File: src/aoc_pkg.sv
// Shared constants for the add-on control, status and transfer-count block.
package aoc_pkg;

	// ----------------------------------------------------------------
	// Register offsets on the add-on bus
	// ----------------------------------------------------------------
	localparam logic [7:0] GCS_OFFSET      = 8'h3c;
	localparam logic [7:0] WR_COUNT_OFFSET = 8'h58;
	localparam logic [7:0] RD_COUNT_OFFSET = 8'h5c;

	// ----------------------------------------------------------------
	// Field positions of the general control and status register
	// ----------------------------------------------------------------
	localparam int NV_GO_BIT        = 31;
	localparam int NV_CMD_HI_BIT    = 30;
	localparam int NV_CMD_LO_BIT    = 29;
	localparam int XFER_CNT_EN_BIT  = 28;
	localparam int MBOX_RST_BIT     = 27;
	localparam int IFIFO_RST_BIT    = 26;
	localparam int OFIFO_RST_BIT    = 25;
	localparam int NV_BYTE_LSB      = 16;
	localparam int BIST_CODE_LSB    = 12;
	localparam int WR_ZERO_BIT      = 7;
	localparam int RD_ZERO_BIT      = 6;
	localparam int IFIFO_EMPTY_BIT  = 5;
	localparam int IFIFO_4FREE_BIT  = 4;
	localparam int IFIFO_FULL_BIT   = 3;
	localparam int OFIFO_EMPTY_BIT  = 2;
	localparam int OFIFO_4HELD_BIT  = 1;
	localparam int OFIFO_FULL_BIT   = 0;

	// ----------------------------------------------------------------
	// Counts, reset values and timing
	// ----------------------------------------------------------------
	localparam int          COUNT_WIDTH    = 26;
	localparam int          WORD_BYTES     = 4;
	localparam logic [31:0] COUNT_RESET    = 32'h0000_0000;
	localparam logic [3:0]  BIST_RESET     = 4'h0;
	localparam logic [7:0]  NV_BYTE_RESET  = 8'h00;
	localparam int          CLK_MHZ        = 25;
	localparam int          NV_ACCESS_NS   = 240;
	localparam int          NV_ACCESS_CYC  = (NV_ACCESS_NS * CLK_MHZ + 999) / 1000;

	// ----------------------------------------------------------------
	// External memory port commands
	// ----------------------------------------------------------------
	typedef enum logic [1:0] {
		NV_LOAD_LO = 2'b00,
		NV_LOAD_HI = 2'b01,
		NV_WRITE   = 2'b10,
		NV_READ    = 2'b11
	} aoc_nv_cmd_type;

	typedef enum logic [1:0] {
		NV_IDLE   = 2'b00,
		NV_ACC_WR = 2'b01,
		NV_ACC_RD = 2'b10
	} aoc_nv_state_type;

endpackage

File: src/aoc_nv_if.sv
// Request and answer group between the register bank and the memory port.
`timescale 1ns/10ps
interface aoc_nv_if;
	logic                   go;
	aoc_pkg::aoc_nv_cmd_type cmd;
	logic [7:0]             wbyte;
	logic                   busy;
	logic [7:0]             rbyte;
	modport ctrl (output go, output cmd, output wbyte, input busy, input rbyte);
	modport port (input go, input cmd, input wbyte, output busy, output rbyte);
endinterface

File: src/aoc_ctrl_status.sv
// Add-on general control/status register and bus-master transfer counts.
//
// How it works
// - Memory writes: low address, high address, data.
// - Go bit set; two bits pick the action.
// - Bit 28 makes transfer counts govern transfers.
// - Bit 27 write pulses mailbox flags empty.
// - Bit 26 write pulses inbound FIFO flag reset.
// - Bit 25 write pulses outbound FIFO flag reset.
// - Flag reset bits are write-only, read zero.
// - Bits 23:16 carry the memory port byte.
// - Completed read places fetched byte in field, unless a lane 2 write lands in the same cycle.
// - Bits 15:12 drive the self-test code.
// - Bits 7,6 flag zero counts when mastering.
// - Bits 5..3 show inbound FIFO state.
// - Bits 2..0 show outbound FIFO state.
// - Count registers accessible only while mastering enabled.
// - Write count drops with each master write.
// - Read count drops with each master read.
// - Zero count stops transfer, may interrupt.
// - Count not a multiple of four ends with partial word.
// - Counts are 26 bits, upper six zero.
`timescale 1ns/10ps
module aoc_ctrl_status
	import aoc_pkg::*;
(
	// Clock and reset
	input  wire logic        clk,
	input  wire logic        srst,
	// Add-on register port
	input  wire logic [7:0]  ab_addr,
	input  wire logic [3:0]  ab_be,
	input  wire logic        ab_wr,
	input  wire logic        ab_rd,
	input  wire logic [31:0] ab_wdata,
	output logic [31:0]      ab_rdata,
	// Mode and FIFO state
	input  wire logic        addon_bm_enable,
	input  wire logic        ififo_empty,
	input  wire logic        ififo_four_free,
	input  wire logic        ififo_full,
	input  wire logic        ofifo_empty,
	input  wire logic        ofifo_four_held,
	input  wire logic        ofifo_full,
	// Flag reset pulses and self-test code
	output logic             mbox_flag_rst,
	output logic             ififo_flag_rst,
	output logic             ofifo_flag_rst,
	output logic [3:0]       bist_code,
	// Bus-master engine
	input  wire logic        bm_wr_cycle,
	input  wire logic        bm_rd_cycle,
	output logic             xfer_count_en,
	output logic [3:0]       wr_byte_en,
	output logic [3:0]       rd_byte_en,
	output logic             wr_count_zero,
	output logic             rd_count_zero,
	output logic             wr_done,
	output logic             rd_done,
	// External memory pins
	output logic [15:0]      nv_addr,
	output logic [7:0]       nv_data_out,
	output logic             nv_data_oe_n,
	input  wire logic [7:0]  nv_data_in,
	output logic             nv_we_n,
	output logic             nv_oe_n
);

	// ----------------------------------------------------------------
	// Address decode
	// ----------------------------------------------------------------
	wire         sel_gcs   = (ab_addr == GCS_OFFSET);
	wire         sel_wrc   = (ab_addr == WR_COUNT_OFFSET) && addon_bm_enable;
	wire         sel_rdc   = (ab_addr == RD_COUNT_OFFSET) && addon_bm_enable;
	wire         wr_gcs    = ab_wr && sel_gcs;
	wire         lane3_wr  = wr_gcs && ab_be[3];
	wire         lane2_wr  = wr_gcs && ab_be[2];
	wire         lane1_wr  = wr_gcs && ab_be[1];
	wire         full_wr   = (ab_be == 4'hf);
	wire         wrc_load  = ab_wr && sel_wrc && full_wr;
	wire         rdc_load  = ab_wr && sel_rdc && full_wr;

	// ----------------------------------------------------------------
	// Control storage
	// ----------------------------------------------------------------
	logic                   xfer_en_reg;
	logic [3:0]             bist_reg;
	aoc_nv_cmd_type         nv_cmd_reg;
	logic [7:0]             nv_wbyte_reg;
	logic                   nv_go_reg;
	logic                   mbox_rst_reg;
	logic                   ififo_rst_reg;
	logic                   ofifo_rst_reg;
	logic [31:0]            rdata_reg;
	logic [COUNT_WIDTH-1:0] wr_count;
	logic [COUNT_WIDTH-1:0] rd_count;

	wire nv_busy;
	wire nv_start = lane3_wr && ab_wdata[NV_GO_BIT] && !nv_busy && !nv_go_reg;
	logic nv_rd_pend_reg;
	wire  nv_done_rd = nv_rd_pend_reg && !nv_busy && !nv_go_reg;

	aoc_nv_if nv_bus ();

	always_ff @(posedge clk) begin
		if (srst) begin
			xfer_en_reg <= 1'b0;
		end else if (lane3_wr) begin
			xfer_en_reg <= ab_wdata[XFER_CNT_EN_BIT];
		end
	end

	always_ff @(posedge clk) begin
		if (srst) begin
			bist_reg <= BIST_RESET;
		end else if (lane1_wr) begin
			bist_reg <= ab_wdata[BIST_CODE_LSB +: 4];
		end
	end

	// Byte for the memory port; a finished read replaces it unless a lane 2 write lands in the same cycle.
	always_ff @(posedge clk) begin
		if (srst) begin
			nv_wbyte_reg <= NV_BYTE_RESET;
		end else if (lane2_wr) begin
			nv_wbyte_reg <= ab_wdata[NV_BYTE_LSB +: 8];
		end else if (nv_done_rd) begin
			nv_wbyte_reg <= nv_bus.rbyte;
		end
	end

	// ----------------------------------------------------------------
	// External memory command launch
	// ----------------------------------------------------------------
	always_ff @(posedge clk) begin
		if (srst) begin
			nv_go_reg <= 1'b0;
			nv_cmd_reg <= NV_LOAD_LO;
			nv_rd_pend_reg <= 1'b0;
		end else begin
			nv_go_reg <= nv_start;
			if (nv_start) begin
				nv_cmd_reg <= aoc_nv_cmd_type'(ab_wdata[NV_CMD_LO_BIT +: 2]);
			end
			if (nv_start && ab_wdata[NV_CMD_HI_BIT] && ab_wdata[NV_CMD_LO_BIT]) begin
				nv_rd_pend_reg <= 1'b1;
			end else if (nv_done_rd) begin
				nv_rd_pend_reg <= 1'b0;
			end
		end
	end

	assign nv_bus.go    = nv_go_reg;
	assign nv_bus.cmd   = nv_cmd_reg;
	// The port takes the byte a cycle after the go write, so a later bus write must not reach it.
	assign nv_bus.wbyte = nv_wbyte_reg;
	assign nv_busy      = nv_bus.busy;

	aoc_nv_port u_nv_port (
		.clk          (clk),
		.srst         (srst),
		.req          (nv_bus.port),
		.nv_addr      (nv_addr),
		.nv_data_out  (nv_data_out),
		.nv_data_oe_n (nv_data_oe_n),
		.nv_data_in   (nv_data_in),
		.nv_we_n      (nv_we_n),
		.nv_oe_n      (nv_oe_n)
	);

	// ----------------------------------------------------------------
	// Flag reset pulses
	// ----------------------------------------------------------------
	always_ff @(posedge clk) begin
		if (srst) begin
			mbox_rst_reg <= 1'b0;
			ififo_rst_reg <= 1'b0;
			ofifo_rst_reg <= 1'b0;
		end else begin
			mbox_rst_reg <= lane3_wr && ab_wdata[MBOX_RST_BIT];
			ififo_rst_reg <= lane3_wr && ab_wdata[IFIFO_RST_BIT];
			ofifo_rst_reg <= lane3_wr && ab_wdata[OFIFO_RST_BIT];
		end
	end

	// ----------------------------------------------------------------
	// Transfer counters
	// ----------------------------------------------------------------
	wire cnt_active = xfer_en_reg && addon_bm_enable;

	aoc_xfer_count #(.CW(COUNT_WIDTH)) u_wr_count (
		.clk      (clk),
		.srst     (srst),
		.load     (wrc_load),
		.load_val (ab_wdata[COUNT_WIDTH-1:0]),
		.count_en (cnt_active),
		.xfer     (bm_wr_cycle),
		.count    (wr_count),
		.zero     (wr_count_zero),
		.byte_en  (wr_byte_en),
		.done     (wr_done)
	);

	aoc_xfer_count #(.CW(COUNT_WIDTH)) u_rd_count (
		.clk      (clk),
		.srst     (srst),
		.load     (rdc_load),
		.load_val (ab_wdata[COUNT_WIDTH-1:0]),
		.count_en (cnt_active),
		.xfer     (bm_rd_cycle),
		.count    (rd_count),
		.zero     (rd_count_zero),
		.byte_en  (rd_byte_en),
		.done     (rd_done)
	);

	// ----------------------------------------------------------------
	// Read path
	// ----------------------------------------------------------------
	wire        nv_state_bit = nv_busy || nv_go_reg;
	wire [7:0]  status_low = {
		addon_bm_enable && wr_count_zero,
		addon_bm_enable && rd_count_zero,
		ififo_empty,
		ififo_four_free,
		ififo_full,
		ofifo_empty,
		ofifo_four_held,
		ofifo_full
	};
	// Bits 27:25 and the reserved fields read back as zero.
	wire [31:0] gcs_value = {nv_state_bit, nv_cmd_reg, xfer_en_reg, 3'b000, 1'b0,
		nv_wbyte_reg, bist_reg, 4'h0, status_low};
	wire [31:0] wrc_value = {{(32-COUNT_WIDTH){1'b0}}, wr_count};
	wire [31:0] rdc_value = {{(32-COUNT_WIDTH){1'b0}}, rd_count};
	wire [31:0] rd_mux    = sel_gcs ? gcs_value :
	                        sel_wrc ? wrc_value :
	                        sel_rdc ? rdc_value : 32'h0000_0000;

	always_ff @(posedge clk) begin
		if (srst) begin
			rdata_reg <= 32'h0000_0000;
		end else if (ab_rd) begin
			rdata_reg <= rd_mux;
		end
	end

	// ----------------------------------------------------------------
	// Outputs
	// ----------------------------------------------------------------
	assign ab_rdata       = rdata_reg;
	assign mbox_flag_rst  = mbox_rst_reg;
	assign ififo_flag_rst = ififo_rst_reg;
	assign ofifo_flag_rst = ofifo_rst_reg;
	assign bist_code      = bist_reg;
	assign xfer_count_en  = xfer_en_reg;

	// ----------------------------------------------------------------
	// Checks
	// ----------------------------------------------------------------
	property p_nv_start_busy;
		@(posedge clk) disable iff (srst)
		nv_start |=> nv_go_reg ##1 (nv_busy || nv_cmd_reg == NV_LOAD_LO || nv_cmd_reg == NV_LOAD_HI);
	endproperty
	a_nv_start_busy: assert property (p_nv_start_busy) else $error("memory access not begun");

	property p_nv_busy_ignore;
		@(posedge clk) disable iff (srst)
		(lane3_wr && nv_busy) |-> !nv_start;
	endproperty
	a_nv_busy_ignore: assert property (p_nv_busy_ignore) else $error("access started while busy");

	property p_mbox_pulse;
		@(posedge clk) disable iff (srst)
		(lane3_wr && ab_wdata[MBOX_RST_BIT]) ##1 !(lane3_wr && ab_wdata[MBOX_RST_BIT])
			|-> mbox_flag_rst ##1 !mbox_flag_rst;
	endproperty
	a_mbox_pulse: assert property (p_mbox_pulse) else $error("mailbox reset not one shot");

	property p_ififo_pulse;
		@(posedge clk) disable iff (srst)
		$rose(ififo_flag_rst) |-> $past(lane3_wr) && $past(ab_wdata[IFIFO_RST_BIT]);
	endproperty
	a_ififo_pulse: assert property (p_ififo_pulse) else $error("inbound reset without write");

	property p_ofifo_pulse;
		@(posedge clk) disable iff (srst)
		(lane3_wr && ab_wdata[OFIFO_RST_BIT]) |=> ofifo_flag_rst;
	endproperty
	a_ofifo_pulse: assert property (p_ofifo_pulse) else $error("outbound reset missing");

	property p_reset_bits_zero;
		@(posedge clk) disable iff (srst)
		(ab_rd && sel_gcs) |=> ab_rdata[27:25] == 3'b000 && ab_rdata[24] == 1'b0;
	endproperty
	a_reset_bits_zero: assert property (p_reset_bits_zero) else $error("write-only bits read back");

	property p_bist;
		@(posedge clk) disable iff (srst)
		lane1_wr |=> bist_code == $past(ab_wdata[15:12]);
	endproperty
	a_bist: assert property (p_bist) else $error("self-test code not applied");

	property p_zero_flags;
		@(posedge clk) disable iff (srst)
		(ab_rd && sel_gcs) |=> ab_rdata[7] == $past(addon_bm_enable && wr_count_zero)
			&& ab_rdata[6] == $past(addon_bm_enable && rd_count_zero);
	endproperty
	a_zero_flags: assert property (p_zero_flags) else $error("zero count flags wrong");

	property p_fifo_live;
		@(posedge clk) disable iff (srst)
		(ab_rd && sel_gcs) |=> ab_rdata[5:0] == $past({ififo_empty, ififo_four_free, ififo_full,
			ofifo_empty, ofifo_four_held, ofifo_full});
	endproperty
	a_fifo_live: assert property (p_fifo_live) else $error("fifo flags not live");

	property p_count_gate;
		@(posedge clk) disable iff (srst)
		(ab_rd && !addon_bm_enable && ab_addr != GCS_OFFSET) |=> ab_rdata == 32'h0000_0000;
	endproperty
	a_count_gate: assert property (p_count_gate) else $error("count readable while disabled");

	property p_count_upper;
		@(posedge clk) disable iff (srst)
		(ab_rd && (sel_wrc || sel_rdc)) |=> ab_rdata[31:26] == 6'h00;
	endproperty
	a_count_upper: assert property (p_count_upper) else $error("reserved count bits set");

	property p_count_hold;
		@(posedge clk) disable iff (srst)
		(!cnt_active && !wrc_load) |=> wr_count == $past(wr_count);
	endproperty
	a_count_hold: assert property (p_count_hold) else $error("count moved while disabled");

	property p_read_result;
		@(posedge clk) disable iff (srst)
		(nv_done_rd && !lane2_wr) |=> nv_wbyte_reg == $past(nv_bus.rbyte);
	endproperty
	a_read_result: assert property (p_read_result) else $error("read byte not placed");

endmodule // aoc_ctrl_status

File: src/aoc_nv_port.sv
// Byte-wide external non-volatile memory access sequencer.
`timescale 1ns/10ps
module aoc_nv_port
	import aoc_pkg::*;
(
	// Clock and reset
	input  wire logic  clk,
	input  wire logic  srst,
	// Request group
	aoc_nv_if.port     req,
	// Memory pins
	output logic [15:0] nv_addr,
	output logic [7:0]  nv_data_out,
	output logic        nv_data_oe_n,
	input  wire logic [7:0] nv_data_in,
	output logic        nv_we_n,
	output logic        nv_oe_n
);
	aoc_nv_state_type state_reg;
	logic [3:0]       cnt_reg;
	logic [7:0]       rbyte_reg;
	logic [7:0]       s1_reg, s2_reg, s3_reg;
	wire              acc_end  = (cnt_reg >= 4'(NV_ACCESS_CYC - 1));
	wire              rd_agree = (s2_reg == s3_reg);
	wire              take     = req.go && (state_reg == NV_IDLE);

	assign req.busy  = (state_reg != NV_IDLE);
	assign req.rbyte = rbyte_reg;

	always_ff @(posedge clk) begin
		s1_reg <= nv_data_in;
		s2_reg <= s1_reg;
		s3_reg <= s2_reg;
	end

	always_ff @(posedge clk) begin
		if (srst) begin
			state_reg <= NV_IDLE;
			cnt_reg <= 4'h0;
			rbyte_reg <= NV_BYTE_RESET;
			nv_addr <= 16'h0000;
			nv_data_out <= 8'h00;
			nv_data_oe_n <= 1'b1;
			nv_we_n <= 1'b1;
			nv_oe_n <= 1'b1;
		end else begin
			case (state_reg)
				NV_IDLE: begin
					cnt_reg <= 4'h0;
					if (take) begin
						case (req.cmd)
							NV_LOAD_LO: nv_addr[7:0] <= req.wbyte;
							NV_LOAD_HI: nv_addr[15:8] <= req.wbyte;
							NV_WRITE: begin
								nv_data_out <= req.wbyte;
								nv_data_oe_n <= 1'b0;
								nv_we_n <= 1'b0;
								state_reg <= NV_ACC_WR;
							end
							default: begin
								nv_oe_n <= 1'b0;
								state_reg <= NV_ACC_RD;
							end
						endcase
					end
				end
				NV_ACC_WR: begin
					cnt_reg <= cnt_reg + 4'h1;
					if (acc_end) begin
						nv_we_n <= 1'b1;
						nv_data_oe_n <= 1'b1;
						state_reg <= NV_IDLE;
					end
				end
				NV_ACC_RD: begin
					if (!acc_end) begin
						cnt_reg <= cnt_reg + 4'h1;
					end else if (rd_agree) begin
						rbyte_reg <= s3_reg;
						nv_oe_n <= 1'b1;
						state_reg <= NV_IDLE;
					end
				end
				default: state_reg <= NV_IDLE;
			endcase
		end
	end

	property p_write_len;
		@(posedge clk) disable iff (srst)
		(take && req.cmd == NV_WRITE) |=> !nv_we_n [*6] ##1 nv_we_n;
	endproperty
	a_write_len: assert property (p_write_len) else $error("write strobe length wrong");

endmodule // aoc_nv_port

File: src/aoc_xfer_count.sv
// Down-counting bus-master byte count with partial final word.
`timescale 1ns/10ps
module aoc_xfer_count
	import aoc_pkg::*;
#(
	parameter int CW = COUNT_WIDTH
) (
	// Clock and reset
	input  wire logic          clk,
	input  wire logic          srst,
	// Software load
	input  wire logic          load,
	input  wire logic [CW-1:0] load_val,
	// Bus-master engine
	input  wire logic          count_en,
	input  wire logic          xfer,
	output logic [CW-1:0]      count,
	output logic               zero,
	output logic [3:0]         byte_en,
	output logic               done
);
	wire            step_ok   = count_en && xfer && !zero;
	wire [CW-1:0]   step      = (count >= CW'(WORD_BYTES)) ? CW'(WORD_BYTES) : count;
	wire [CW-1:0]   cnt_next  = load ? load_val : (step_ok ? count - step : count);
	wire [3:0]      be_next   = (cnt_next >= CW'(WORD_BYTES)) ? 4'hf :
	                            (cnt_next == CW'(3)) ? 4'h7 :
	                            (cnt_next == CW'(2)) ? 4'h3 :
	                            (cnt_next == CW'(1)) ? 4'h1 : 4'h0;

	always_ff @(posedge clk) begin
		if (srst) begin
			count <= CW'(COUNT_RESET);
			zero <= 1'b1;
			byte_en <= 4'h0;
			done <= 1'b0;
		end else begin
			count <= cnt_next;
			zero <= (cnt_next == '0);
			byte_en <= be_next;
			done <= step_ok && !load && (count == step);
		end
	end

	property p_step;
		@(posedge clk) disable iff (srst)
		(step_ok && !load && count > CW'(WORD_BYTES)) |=> count == $past(count) - CW'(WORD_BYTES);
	endproperty
	a_step: assert property (p_step) else $error("count did not drop by one word");

	property p_done;
		@(posedge clk) disable iff (srst)
		(step_ok && !load && count <= CW'(WORD_BYTES)) |=> done && zero ##1 !done;
	endproperty
	a_done: assert property (p_done) else $error("terminal count not flagged");

	property p_partial;
		@(posedge clk) disable iff (srst)
		(count == CW'(3)) |-> byte_en == 4'h7;
	endproperty
	a_partial: assert property (p_partial) else $error("partial word enables wrong");

endmodule // aoc_xfer_count

File: config.mk
export PLATFORM = sky130hd
export DESIGN_NAME = aoc_ctrl_status
export DESIGN_NICKNAME = d
export VERILOG_FILES = /design/src/aoc_pkg.sv /design/src/aoc_nv_if.sv /design/src/aoc_ctrl_status.sv /design/src/aoc_nv_port.sv /design/src/aoc_xfer_count.sv
export SDC_FILE = /design/constraint.sdc
export NUM_CORES = 1
export LEC_CHECK = 0
export BUFFER_PORTS_ARGS = -buffer_cell sky130_fd_sc_hd__buf_2
export CAP_MARGIN = 15
export CORE_MARGIN = 1
export CORE_UTILIZATION = 47
export CTS_CLUSTER_DIAMETER = 120
export DETAILED_ROUTE_END_ITERATION = 10
export GPL_ROUTABILITY_DRIVEN = 1
export PLACE_DENSITY = 0.77
export SKIP_LAST_GASP = 1
export SYNTH_ARGS = -nofsm -noshare
export SYNTH_HDL_FRONTEND = slang
export SYNTH_SLANG_ARGS = --single-unit
File: constraint.sdc
create_clock -name clk -period 5 [get_ports clk]
set_clock_uncertainty 0.2 [all_clocks]
set_input_delay 0.25 -clock clk [delete_from_list [all_inputs] [get_ports clk]]
set_output_delay 0.25 -clock clk [all_outputs]
set_load 0.01 [all_outputs]
==> results.sh, run 1 <==
export IMPL_maxCapViolCount=0
export IMPL_synth_edff_count=0
export IMPL_post_cts_buffers=0
export IMPL_area_growth_pct=21.4
export IMPL_gp_congestion=0.989
export IMPL_path_max_fanout=7
export IMPL_start_util_pct=48.4
export IMPL_fillerInstances=1572
export IMPL_hold_violations=0
export IMPL_path_clk_slew_ns=0.08
export IMPL_cp_num_buf_inv=1
export IMPL_ys_top_cells_by_count="dfxtp_1, nor2_1, nand2_1"
export IMPL_fin_cells=1395
export IMPL_largest_reg_flops=30
export IMPL_synth_top_cell_area_share_pct=42.3
export IMPL_clkSinkCount=178
export IMPL_ys_seq_elements=178
export IMPL_tns_ns=0
export IMPL_min_period_ns=4.62
export IMPL_slowest_delay_ns=0.68
export IMPL_cts_path_max_buffers=2
export IMPL_power_w=0.00304
export IMPL_slew_viol_final=0
export IMPL_ios=144
export IMPL_path_class="reg2reg"
export IMPL_synth_area_leaders="dfxtp_1, nor2_1, nand2_1, mux2i_1, a21oi_1"
export IMPL_ys_warn_count=0
export IMPL_vias=8302
export IMPL_root_buffer="clkbuf_16"
export IMPL_period_share_pct=92.5
export IMPL_synth_cell_types=76
export IMPL_setup_viol=0
export IMPL_layout_nets=1231
export IMPL_crit_arrival_ns=4.71
export IMPL_h_tree_depth=4
export IMPL_peakVddDrop_mv=0.245
export IMPL_ys_seq_area_share_pct=42.3
export IMPL_worst_pin_slew_ns=1.07
export IMPL_power_density_mw_per_mm2=297
export IMPL_finalWirelength_um=29000
export IMPL_die_y_um=136
export IMPL_synthArstFlopShare_pct=0
export IMPL_antenna_cells=0
export IMPL_avgSynthCellArea_sq_um=8.33
export IMPL_synth_most_common_cell="dfxtp_1"
export IMPL_startpoint_type="flip-flop"
export IMPL_r2r_slack_ns=0.38
export IMPL_grt_start_max_net_pins=83
export IMPL_clk_latency_ns=0.44
export IMPL_hp_class="in2reg"
export IMPL_port_buffers=141
export IMPL_rsz0062_at_grt="no"
export IMPL_fmax_ghz=0.216
export IMPL_drive_above_1_share_pct=18.6
export IMPL_final_area_sq_mm=0.0102
export IMPL_grt_pass1_vias=7618
export IMPL_first_pass_iters=5
export IMPL_grt_pass1_wl_um=43800
export IMPL_grt_overflow=0
export IMPL_rows=48
export IMPL_syn_area_sq_mm=0.00843
export IMPL_drtIter0Drc=910
export IMPL_dp_cells=1320
export IMPL_status="completed"
export IMPL_cts_buffers=17
export IMPL_dp_hpwl_um=20800
export IMPL_cts_tree="done"
export IMPL_crit_path_end_kind="flip-flop"
export IMPL_wl_per_cell_um=20.8
export IMPL_cpMaxStageDelayCell="or4_1"
export IMPL_syn_inst=1011
export IMPL_placed_cell_area_sq_mm=0.00917
export IMPL_crit_family="simple AND/OR/NAND/NOR gates"
export IMPL_power_leakage_nw=4.35
export IMPL_path_cells="or4_1, and4bb_2, nand3_1, nand2_1, ha_1, inv_1, nor4_1, a22o_1, or4_1, a31oi_1, nor4_1, o2111ai_1, nor3_2, a31oi_1"
export IMPL_post_route_drc_count=0
export IMPL_maxSlewHeadroom_pct=28.5
export IMPL_antenna_found_initial=1
export IMPL_grt_util_all_layers_pct=31.7
export IMPL_core_area_sq_mm=0.0174
export IMPL_die_area_sq_mm=0.0185
export IMPL_synth_top_flop_cell="dfxtp_1"
export IMPL_dieWidth_um=136
export IMPL_crit_required_ns=5.08
export IMPL_yosysTopAreaCell="dfxtp_1"
export IMPL_antenna_left=0
export IMPL_avgViaCountPerCell=5.95
repair_timing:
item,in CTS,in global routing
hold buffers,43,0
setup endpoints to repair,0,0
hold endpoints to repair,58,0
resized for setup,0,0
cell families after synthesis:
family,Yosys count,synth area share (%)
xor gates and xnor gates,41,4.26
adders and majority gates,9,1.34
muxes,32,3.83
and+or+nand+nor,461,27.2
other,2,0.0891
buffers and inverters,83,4.63
DFF,178,42.3
AOI/OAI and AO/OA,205,16.3
worst paths after layout:
kind | cells past startpoint | start | to
max | 14 | u_rd_count.count[12] | u_rd_count.byte_en[0]
min | 3 | addon_bm_enable | ab_rdata[6]
max reg2reg | 14 | u_rd_count.count[12] | u_rd_count.byte_en[0]
min reg2reg | 0 | u_nv_port.s1_reg[6] | u_nv_port.s2_reg[6]
cells in the final DEF (no fill, tap or decap), types with 22 or more instances in the layout:
cell type / synthesis / routed
dfxtp_1: 178 / 178
nor2_1: 155 / 155
buf_2: 2 / 140
nand2_1: 116 / 116
a21oi_1: 59 / 59
dlygate4sd3_1: 0 / 43
nand3_1: 35 / 35
mux2i_1: 30 / 30
nor3_1: 30 / 28
xor2_1: 28 / 28
a311oi_1: 26 / 26
a22oi_1: 24 / 24
nor4_1: 23 / 23
a211oi_1: 22 / 22
o21ai_0: 22 / 22
through the flow:
| step | setup WS [ns] | hold slack (ns) | utilization (%) |
|---|---|---|---|
| finish | 0.376 | 0.0109 | 58.7 |
| floorplan | 1.14 | 0.0777 | - |
| detailed placement | 0.510 | 0.112 | 52.7 |
| global placement | 0.501 | 0.110 | 52.7 |
| CTS | 0.475 | 0.00179 | 58.7 |
| global route | 0.153 | 0.0197 | 58.7 |
worst register-to-register path, stage by stage (launching register included):
cell	delay, ns
dfxtp_1	0.38
or4_1	0.68
and4bb_2	0.43
nand3_1	0.12
nand2_1	0.09
ha_1	0.24
inv_1	0.06
nor4_1	0.48
a22o_1	0.44
or4_1	0.17
a31oi_1	0.09
nor4_1	0.38
o2111ai_1	0.18
nor3_2	0.41
a31oi_1	0.13
area by class of cell:
class | count | area (sq um) | area share, %
Tap cell | 225 | 282 | 2.75
Multi-Input combinational cell | 752 | 4490 | 43.9
Sequential cell | 178 | 3560 | 34.8
Timing Repair Buffer | 195 | 1220 | 11.9
Clock buffer | 18 | 439 | 4.29
Inverter | 13 | 48.8 | 0.477
Clock inverter | 14 | 184 | 1.80
report_power, final:
group / internal [W] / switching (W)
sequential: 0.00144 / 0.0000115
clock: 0.000779 / 0.000647
combinational: 0.0000652 / 0.0000960
metal layers:
| metal | vias to the layer above | wire length (um) | GRT usage, % |
|---|---|---|---|
| li1 | 3895 | - | - |
| met1 | 3950 | 12500 | 42.8 |
| met2 | 386 | 13000 | 48.5 |
| met3 | 71 | 2440 | 6.34 |
| met4 | 0 | 1120 | 14.8 |
| met5 | - | 0 | 0 |
(Power assumes the default switching activity.)
==> run 2: changes to the inputs <==
--- a/config.mk
+++ b/config.mk
@@ -9,6 +9,7 @@
 export CAP_MARGIN = 15
 export CORE_MARGIN = 1
 export CORE_UTILIZATION = 47
+export CTS_BUF_LIST = sky130_fd_sc_hd__clkbuf_4
 export CTS_CLUSTER_DIAMETER = 120
 export DETAILED_ROUTE_END_ITERATION = 10
 export GPL_ROUTABILITY_DRIVEN = 1
==> run 2 against run 1 <==
  * Routed wire length down 0.44%
  * Clock power down 36%
  * Fmax down 0.14%
  * Setup slack worse by 0.0064 ns
  * Critical path depth unchanged
  * Global-route usage down 0.064 points
  * Sequential share of layout area up 0.50 points
  * Core utilization down 0.83 points
  * Total power down 17%
  * Register-to-register slack about the same
  * Die area unchanged
  * Cell count up 1.2%
  * Critical path type unchanged
  * Largest power group unchanged
  * Highest routed layer unchanged
==> results.sh, run 2 (synthesis gave the netlist of run 1 again) <==
export IMPL_placed_cell_area_sq_mm=0.00917
export IMPL_first_pass_iters=7
export IMPL_slowest_delay_ns=0.67
export IMPL_dieWidth_um=136
export IMPL_ctsResizeCount=0
export IMPL_die_area_sq_mm=0.0185
export IMPL_status="completed"
export IMPL_r2r_cells=14
export IMPL_fmax_ghz=0.216
export IMPL_final_area_sq_mm=0.0101
export IMPL_power_leakage_nw=4.28
export IMPL_r2r_slack_ns=0.37
export IMPL_area_growth_pct=19.7
export IMPL_startpoint_type="flip-flop"
export IMPL_tns_ns=0
export IMPL_hp_class="in2reg"
export IMPL_path_clk_slew_ns=0.17
export IMPL_worst_pin_slew_ns=1.08
export IMPL_switching_share_pct=27.5
export IMPL_layout_nets=1247
export IMPL_power_frac_comb_pct=6.6
export IMPL_r2r_end="u_rd_count.byte_en[2]"
export IMPL_power_w=0.00253
export IMPL_grt_start_max_net_pins=83
export IMPL_cts_buffers=17
export IMPL_gp_congestion=0.989
export IMPL_peakVddDrop_mv=0.170
export IMPL_power_density_mw_per_mm2=251
export IMPL_post_route_drc_count=0
export IMPL_h_tree_depth=4
export IMPL_cpMaxStageDelayCell="or4_1"
export IMPL_mostFrequentLayoutCells="dfxtp_1, nor2_1, buf_2, nand2_1"
export IMPL_root_buffer="clkbuf_4"
export IMPL_p_seq_share_pct=57.4
export IMPL_start_util_pct=48.4
export IMPL_largest_reg_flops=30
export IMPL_ios=144
export IMPL_crit_required_ns=5.25
export IMPL_drive_above_1_share_pct=18.3
export IMPL_rows=48
export IMPL_grt_overflow=0
export IMPL_rsz0062_at_grt="no"
export IMPL_clkSinkCount=178
export IMPL_grt_pass1_vias=7617
export IMPL_vias=8476
export IMPL_slew_viol_final=0
export IMPL_final_util_pct=57.9
export IMPL_cts_hold_buf=59
export IMPL_grt_util_all_layers_pct=31.6
export IMPL_antenna_left=0
export IMPL_mostFrequentLayoutCell="dfxtp_1"
export IMPL_path_cells="or4_1, and4bb_2, nand3_1, nand2_1, ha_1, inv_1, nor4_1, a22o_1, or4_1, a31oi_1, nor4_1, o2111ai_1, nor3_2, a21oi_1"
export IMPL_wl_per_cell_um=20.5
export IMPL_maxCapViolCount=0
export IMPL_die_y_um=136
export IMPL_crit_path_end_kind="flip-flop"
export IMPL_grt_pass1_wl_um=43700
export IMPL_finalWirelength_um=28900
export IMPL_period_share_pct=92.6
export IMPL_cts_tree="done"
export IMPL_min_period_ns=4.63
export IMPL_r2r_start="u_rd_count.count[12]"
export IMPL_p_sw_w=0.000695
export IMPL_path_max_fanout=7
export IMPL_cts_path_max_buffers=2
export IMPL_dp_hpwl_um=20800
export IMPL_crit_arrival_ns=4.88
export IMPL_holdPathEnd="bist_code[3]"
export IMPL_drtIter0Drc=857
export IMPL_clk_latency_ns=0.60
export IMPL_hold_violations=0
export IMPL_port_buffers=141
export IMPL_intPower_w=0.00183
export IMPL_clkPwrFrac_pct=36.0
export IMPL_maxSlewHeadroom_pct=27.7
export IMPL_core_area_sq_mm=0.0174
export IMPL_avgViaCountPerCell=6.00
export IMPL_antenna_found_initial=2
export IMPL_setup_viol=0
export IMPL_hold_path_depth=4
export IMPL_path_class="reg2reg"
export IMPL_hp_start="ab_be[1]"
export IMPL_post_cts_buffers=0
run 2: cell types whose count changed in the layout (fill, tap and decap cells not counted):
cell,before,now
clkbuf_4,0,17
dlygate4sd3_1,43,59
diode_2,0,1
clkbuf_16,17,0
clkinv_1,0,1
clkbuf_8,1,0
run 2: power groups by stage:
stage / registers (W) / clock network [W] / logic (W)
3_5_place_dp: 0.00148 / 0 / 0.000130
2_1_floorplan: 0.00148 / 0 / 0.0000558
3_3_place_gp: 0.00148 / 0 / 0.000129
5_1_grt: 0.00145 / 0.000972 / 0.000175
6_report: 0.00145 / 0.000910 / 0.000166
4_1_cts: 0.00145 / 0.000922 / 0.000160
run 2: through the flow:
stage                     instances  hold WS (ns)  worst slack [ns]
after floorplan                1013        0.0777              1.14
after global placement         1320         0.110             0.501
after detailed placement       1320         0.112             0.510
after CTS                      1411      0.000813             0.464
after global routing           1412        0.0358             0.141
final                          1412        0.0294             0.369
run 2: layout make-up:
type | instances | area, sq um
Antenna cell | 1 | 2.50
Clock buffer | 17 | 128
Clock inverter | 15 | 188
Fill cell | 1614 | 7330
Inverter | 13 | 48.8
Multi-Input combinational cell | 752 | 4490
Sequential cell | 178 | 3560
Tap cell | 225 | 282
Timing Repair Buffer | 211 | 1380
run 2: worst max-delay path by stage:
stage	startpoint	endpoint	slack [ns]	cells past startpoint
floorplan	u_rd_count.count[12]	u_rd_count.zero	1.14	15
global placement	u_rd_count.count[12]	u_rd_count.byte_en[0]	0.50	14
detailed placement	u_rd_count.count[12]	u_rd_count.byte_en[0]	0.51	14
CTS	u_rd_count.count[12]	u_rd_count.byte_en[2]	0.46	14
global route	u_rd_count.count[12]	u_rd_count.byte_en[2]	0.14	14
finish	u_rd_count.count[12]	u_rd_count.byte_en[2]	0.37	14
run 2: worst max-delay path, delay by kind of cell (launching register included):
family | cells | cell delay, ns
compound gates | 4 | 0.84
fa+ha+maj | 1 | 0.24
buf+inv | 1 | 0.06
flops | 1 | 0.41
simple gates | 8 | 2.74
run 2: routing by layer:
metal | global-route usage [%] | vias up | routed length (um) | part of all wire [%]
met2 | 47.9 | 410 | 12700 | 44
met3 | 4.74 | 80 | 2380 | 8.2
met1 | 44.0 | 4058 | 12600 | 43
met4 | 15.1 | 0 | 1260 | 4.3
li1 | - | 3928 | - | -
met5 | 0 | - | 0 | 0
==> run 3: changes to the inputs <==
--- a/config.mk
+++ b/config.mk
@@ -5,6 +5,7 @@
 export SDC_FILE = /design/constraint.sdc
 export NUM_CORES = 1
 export LEC_CHECK = 0
+export ABC_CLOCK_PERIOD_IN_PS = 5000
 export BUFFER_PORTS_ARGS = -buffer_cell sky130_fd_sc_hd__buf_2
 export CAP_MARGIN = 15
 export CORE_MARGIN = 1
@@ -13,6 +14,7 @@
 export CTS_CLUSTER_DIAMETER = 120
 export DETAILED_ROUTE_END_ITERATION = 10
 export GPL_ROUTABILITY_DRIVEN = 1
+export HOLD_SLACK_MARGIN = 0.15
 export PLACE_DENSITY = 0.77
 export SKIP_LAST_GASP = 1
 export SYNTH_ARGS = -nofsm -noshare
==> constraint.sdc (replaced) <==
create_clock -name clk -period 5 [get_ports clk]
set_clock_uncertainty 0.2 [all_clocks]
set_input_delay 0.25 -clock clk [delete_from_list [all_inputs] [get_ports clk]]
set_output_delay 0.25 -clock clk [all_outputs]
set_load 0.1 [all_outputs]
==> run 3 against run 2 <==
  * Total power up 3.6%
  * Setup slack gained 0.0041 ns
  * Global-route usage increased by 0.53 points
  * Cell area grew 3.3%
  * Hold slack better by 0.12 ns
  * Fmax hardly changed
  * Die area is the same
==> results.sh, run 3 (synthesis gave the netlist of run 1 again) <==
export IMPL_cpMaxStageDelayCell="or4_1"
export IMPL_core_area_sq_mm=0.0174
export IMPL_h_tree_depth=4
export IMPL_port_buffers=141
export IMPL_hold_ws_ns=0.146
export IMPL_power_leakage_nw=4.44
export IMPL_crit_family="simple AND/OR/NAND/NOR gates"
export IMPL_startpoint_type="flip-flop"
export IMPL_cts_path_max_buffers=2
export IMPL_slew_viol_final=0
export IMPL_area_growth_pct=23.6
export IMPL_wl_met1_um=12500
export IMPL_grt_util_all_layers_pct=32.2
export IMPL_path_clk_slew_ns=0.17
export IMPL_layout_nets=1280
export IMPL_die_area_sq_mm=0.0185
export IMPL_grt_overflow=0
export IMPL_setup_viol=0
export IMPL_power_density_mw_per_mm2=251
export IMPL_period_share_pct=92.5
export IMPL_largest_reg_flops=30
export IMPL_dp_hpwl_um=20800
export IMPL_highest_layer="met4"
export IMPL_mostFrequentLayoutCells="dfxtp_1, nor2_1, buf_2, nand2_1, dlygate4sd3_1"
export IMPL_wl_per_cell_um=20.5
export IMPL_hold_path_depth=0
export IMPL_die_y_um=136
export IMPL_hp_class="reg2reg"
export IMPL_min_period_ns=4.63
export IMPL_grt_pass1_vias=7831
export IMPL_maxSlewHeadroom_pct=28.0
export IMPL_avgViaCountPerCell=6.01
export IMPL_r2r_end="u_rd_count.byte_en[2]"
export IMPL_grt_pass1_wl_um=44500
export IMPL_antenna_left=0
export IMPL_grt_start_max_net_pins=83
export IMPL_fmax_ghz=0.216
export IMPL_status="completed"
export IMPL_cp_num_buf_inv=1
export IMPL_slowest_delay_ns=0.67
export IMPL_wl_met3_um=2620
export IMPL_mostFrequentLayoutCell="dfxtp_1"
export IMPL_multi_input_area_sq_mm=0.00449
export IMPL_cts_tree="done"
export IMPL_peakVddDrop_mv=0.170
export IMPL_vias=8680
export IMPL_antenna_found_initial=3
export IMPL_met2_length_um=13200
export IMPL_crit_arrival_ns=4.89
export IMPL_finalWirelength_um=29600
export IMPL_first_pass_iters=6
export IMPL_rsz0062_at_grt="no"
export IMPL_clk_latency_ns=0.61
export IMPL_holdPathEnd="u_nv_port.s2_reg[7]"
export IMPL_drive_above_1_share_pct=17.8
export IMPL_hp_start="u_nv_port.s1_reg[7]"
export IMPL_post_cts_buffers=0
export IMPL_drtIter0Drc=917
export IMPL_clkSinkCount=178
export IMPL_maxCapViolCount=0
export IMPL_crit_required_ns=5.27
export IMPL_r2r_cells=14
export IMPL_final_seq_area_sq_mm=0.00356
export IMPL_gp_congestion=0.989
export IMPL_path_max_fanout=7
export IMPL_root_buffer="clkbuf_4"
export IMPL_crit_path_end_kind="flip-flop"
export IMPL_post_route_drc_count=0
export IMPL_fillerInstances=1575
export IMPL_start_util_pct=48.4
export IMPL_ios=144
export IMPL_rows=48
export IMPL_r2r_slack_ns=0.37
export IMPL_cts_buffers=17
export IMPL_path_cells="or4_1, and4bb_2, nand3_1, nand2_1, ha_1, inv_1, nor4_1, a22o_1, or4_1, a31oi_1, nor4_1, o2111ai_1, nor3_2, a21oi_1"
export IMPL_tns_ns=0
export IMPL_r2r_start="u_rd_count.count[12]"
export IMPL_path_class="reg2reg"
export IMPL_worst_pin_slew_ns=1.08
export IMPL_dieWidth_um=136
export IMPL_ctsResizeCount=0
export IMPL_hold_violations=0
## run 3: cell types whose count changed in the layout (fill, tap and decap cells not counted)
cell | previous run | this run
dlygate4sd3_1 | 59 | 92
## run 3: layout make-up
cell class	instances	area share (%)
antenna	1	0.0240
clock buffer	17	1.23
clock inverter	15	1.80
inverter	13	0.469
multi-input combinational	752	43.1
sequential	178	34.2
tap	225	2.70
timing repair buffer	244	16.4
## run 3: through the flow
stage	setup WS (ns)	area [sq um]	instances	util, %	power, W
after floorplan	1.05	8430	1013	-	0.00161
after global placement	0.501	9170	1320	52.7	0.00168
after detailed placement	0.510	9170	1320	52.7	0.00169
after CTS	0.464	10400	1444	59.8	0.00262
after global routing	0.140	10400	1445	59.8	0.00269
final	0.374	10400	1445	59.8	0.00262
## run 3: what timing repair did
item                                   in CTS  in global routing
endpoints found under the hold margin     137                  0
hold buffers                               92                  0
setup endpoints to repair                   0                  0
## run 3: worst register-to-register path, stage by stage, from the launching register on
cell,delay (ns)
dfxtp_1,0.40
or4_1,0.67
and4bb_2,0.43
nand3_1,0.12
nand2_1,0.09
ha_1,0.24
inv_1,0.06
nor4_1,0.47
a22o_1,0.45
or4_1,0.17
a31oi_1,0.09
nor4_1,0.37
o2111ai_1,0.18
nor3_2,0.41
a21oi_1,0.12
## run 3: report_power, final
part / total [W] / switching, W / internal (W)
sequential: 0.00145 / 0.0000115 / 0.00144
clock: 0.000910 / 0.000587 / 0.000323
combinational: 0.000257 / 0.000176 / 0.0000813
## run 3: layer usage
layer / up-vias / GRT usage, %
li1: 3995 / -
met1: 4159 / 43.8
met2: 438 / 48.9
met3: 88 / 6.45
met4: 0 / 14.9
met5: - / 0
## run 3: worst max path at each step
stage	start	endpoint	slack [ns]	cells past startpoint
detailed placement	u_rd_count.count[12]	u_rd_count.byte_en[0]	0.51	14
global route	u_rd_count.count[12]	u_rd_count.byte_en[2]	0.14	14
global placement	u_rd_count.count[12]	u_rd_count.byte_en[0]	0.50	14
finish	u_rd_count.count[12]	u_rd_count.byte_en[2]	0.37	14
CTS	u_rd_count.count[12]	u_rd_count.byte_en[2]	0.46	14
floorplan	xfer_count_en	u_wr_count.byte_en[0]	1.05	10
